==> src/pin_sync.v <==
// Two-stage synchroniser for link pins with clock edge detection
`timescale 1ns/1ps
module pin_sync #(
    parameter WIDTH = 4
) (
    input  wire             pclk,
    input  wire             presetn,
    input  wire [WIDTH-1:0] pins,
    output wire [WIDTH-1:0] pins_sync,
    output wire             rise0,
    output wire             fall0
);
    reg [WIDTH-1:0] meta_q;
    reg [WIDTH-1:0] sync_q;
    reg             last_q;

    // First stage feeds only the second stage
    always @(posedge pclk or negedge presetn) begin
        if (!presetn) begin
            meta_q <= {WIDTH{1'b0}};
            sync_q <= {WIDTH{1'b0}};
            last_q <= 1'b0;
        end else begin
            meta_q <= pins;
            sync_q <= meta_q;
            last_q <= sync_q[0];
        end
    end

    // Edge of bit 0 (the link clock) from settled samples
    assign pins_sync = sync_q;
    assign rise0     = sync_q[0] & ~last_q;
    assign fall0     = ~sync_q[0] & last_q;
endmodule

==> config.mk <==
export PLATFORM = sky130hd
export DESIGN_NAME = pin_sync
export DESIGN_NICKNAME = d
export VERILOG_FILES = /design/src/pin_sync.v
export SDC_FILE = /design/constraint.sdc
export NUM_CORES = 1
export LEC_CHECK = 0
export BUFFER_PORTS_ARGS = -buffer_cell sky130_fd_sc_hd__buf_2
export CAP_MARGIN = 30
export CORE_AREA = 3 3 40 42
export CTS_BUF_LIST = sky130_fd_sc_hd__clkbuf_8
export DETAILED_ROUTE_END_ITERATION = 10
export DIE_AREA = 0 0 43 45
export GPL_TIMING_DRIVEN = 0
export HOLD_SLACK_MARGIN = 0.08
export SLEW_MARGIN = 20
export SYNTH_ARGS = -nofsm -noshare
export SYNTH_HDL_FRONTEND = slang
export SYNTH_SLANG_ARGS = --single-unit
==> constraint.sdc <==
create_clock -name pclk -period 1.6 [get_ports pclk]
set_input_delay 0.32 -clock pclk [delete_from_list [all_inputs] [get_ports pclk]]
set_output_delay 0.32 -clock pclk [all_outputs]
set_load 0.02 [all_outputs]
==> results by group <==
Setup path
  – Critical Path Sink Type: primary output
  – Worst setup path start: pins_sync[0]$_DFF_PN0_
  – Critical path, cell by cell: and2b_2 -> buf_2
  – Largest stage delay, worst path: ~390 ps
  – Reg2Reg Setup Slack: around 1100 ps
  – Crit path max fanout: 4
  – Critical path startpoint category: flop
  – Largest delay share family, worst path: flip-flops
  – Crit Path Class: reg -> out
  – CP Buf/Inv Count: 1
  – Reg2reg start: pins_sync[0]$_DFF_PN0_
  – Arrival @ worst endpoint: between 900 and 1000 ps
  – Crit-path slowest cell: dfrtp_1
  – Req. time, crit path: around 1300 ps

Cells and area
  – Diode count: 0
  – Design Area, Final: between 300 and 400 um^2
  – Layout Area Growth over Synthesis: 54.2%
  – Fill cells: between 100 and 150
  – FF+latch area: 225 um^2
  – Multi-input gate area: 15.0 um^2
  – Net count, final: 34
  – Share of cells above drive strength 1: between 50% and 60%

Synthesis
  – Sequential fraction of the synthesis area: about 94%
  – Cells after Synth: 11
  – Mapped Nets: 17
  – Ys Warns: 0
  – Count of cell types in the netlist: 3
  – Mean post-synth cell area: around 22 um^2
  – #FFs+latches synth: 9
  – Netlist Area Pre-Place: 240 um^2

Floorplanning
  – Die Ht: about 45 um
  – Chip width: 43 um
  – Die outline area: 0.00194 mm^2
  – CORE AREA: about 0.0013 mm^2
  – FP Rows: 13
  – Starting Density: 18.7%
  – Total I/O pin count: 12

Power
  – Leak pwr: 0.187 nW
  – Worst VDD drop: just under 500 uV
  – PwrDens: 1440 mW/mm^2

GRT
  – Vias in the first global route: between 150 and 200
  – First-pass GRT wire length: between 600 and 700 um
  – Gr ovfl total: 0
  – Initial antenna violation count: 0
  – GRT Total Usage: 5.83%
  – Largest net degree at the start of global routing: 10

STA
  – Tightest Pin Transition: 186 ps
  – Setup_tns: 0 ps
  – Crit share post-route: roughly four fifths
  – Final Setup Violations: 0
  – Hold WS: about 200 ps
  – Max frequency: 0.770 GHz
  – RSZ-0062 raised after global routing: false
  – Post-route minimum period: between 1000 and 1500 ps
  – Skew final: between 2 and 2.5 ps
  – Worst slew margin: a little under 90%
  – Hold Vio Cnt, Final: 0
  – Max-slew violations: 0

Job
  – Max Cap Violations: 0

CTS
  – Sinks on the clock net: 9
  – CTS buffer count: 3
  – CTS clk-pin slew, worst paths: about 50 ps
  – Clk root buf: clkbuf_8
  – Clk_lat worst skew: 230 ps
  – CTS tree: done
  – Longest Clk Path Bufs: 2
  – Setup Buffers After CTS: 0
  – H-tree lvl count: 1

Route
  – WL final: between 400 and 500 um
  – Post-DRT Antenna Nets: 0
  – Via count: ~140
  – First-pass DRT Iterations: 1
  – Via-per-instance ratio: 3.36
  – WL per Instance: between 9 and 10 um
  – First-iteration detailed-routing DRC count: 0
  – DR DRC count: 0

Outcome
  – Outcome: completed

Placement
  – IO Port Bufs: 11
  – RD Place Congestion: just under 0.7
  – Placed cell area: approximately 310 um^2

Worst hold path
  – Min-delay src: pins[3]
  – Hold WC Path Type: in -> reg
[through the flow]
stage / utilization (%) / instances / total power [mW] / setup WS [ps]
floorplan: - / 11 / 0.259 / 457
global placement: 24.4 / 37 / 0.276 / 558
detailed placement: 24.4 / 37 / 0.278 / 533
CTS: 28.8 / 42 / 0.545 / 279
global route: 28.8 / 42 / 0.565 / 251
finish: 28.8 / 42 / 0.533 / 301
[cells in the mapped netlist]
master   count  share of area (%)
dfrtp_1      9                 94
nor2b_1      1                2.6
and2b_2      1                3.6
[layout by cell type (no fill, tap or decap), drive strengths merged]
| master | Yosys | routed |
|---|---|---|
| dlygate4sd3 | 0 | 1 |
| nor2b | 1 | 1 |
| dfrtp | 9 | 9 |
| and2b | 1 | 1 |
| clkbuf | 0 | 3 |
| clkinv | 0 | 1 |
| buf | 0 | 11 |
[repair_timing]
item                      CTS  global route
hold endpoints to repair    9             0
resized for setup           0             0
hold buffers                1             0
[area by class of cell]
| class | count | area share [%] |
|---|---|---|
| Clock buffer | 3 | 11.1 |
| Clock inverter | 1 | 1.35 |
| Multi-Input combinational cell | 2 | 4.05 |
| Sequential cell | 9 | 60.8 |
| Tap cell | 15 | 5.07 |
| Timing Repair Buffer | 12 | 17.6 |
[path summary, 6_finish.rpt]
path	to	cells past startpoint
setup / recovery	fall0	2
hold / removal	meta_q[3]$_DFF_PN0_	1
setup reg to reg	last_q$_DFF_PN0_	0
hold reg to reg	pins_sync[3]$_DFF_PN0_	0
max in group asynchronous	meta_q[3]$_DFF_PN0_	2
min in group asynchronous	pins_sync[1]$_DFF_PN0_	2
[cells by family after synthesis]
group	after synthesis	synth area share, %
DFF	9	93.8
and+or+nand+nor	2	6.25
[sequential cells by signal (all words and copies together) (netlist names)]
name,count
meta_q,4
pins_sync,4
last_q,1
[layer usage]
layer	GRT usage, %	vias up	wire [um]	part of all wire [%]
met2	6.89	12	170	42
met3	6.37	0	58	14
met5	0	-	0	0
li1	-	65	-	-
met4	5.42	0	0	0
met1	5.29	64	179	44
[power breakdown]
group / internal (mW) / total (mW) / switching, mW
clock network: 0.170 / 0.258 / 0.0885
logic: 0.0128 / 0.0315 / 0.0187
registers: 0.240 / 0.244 / 0.00388
total: 0.422 / 0.533 / 0.111
(Power assumes the default switching activity.)
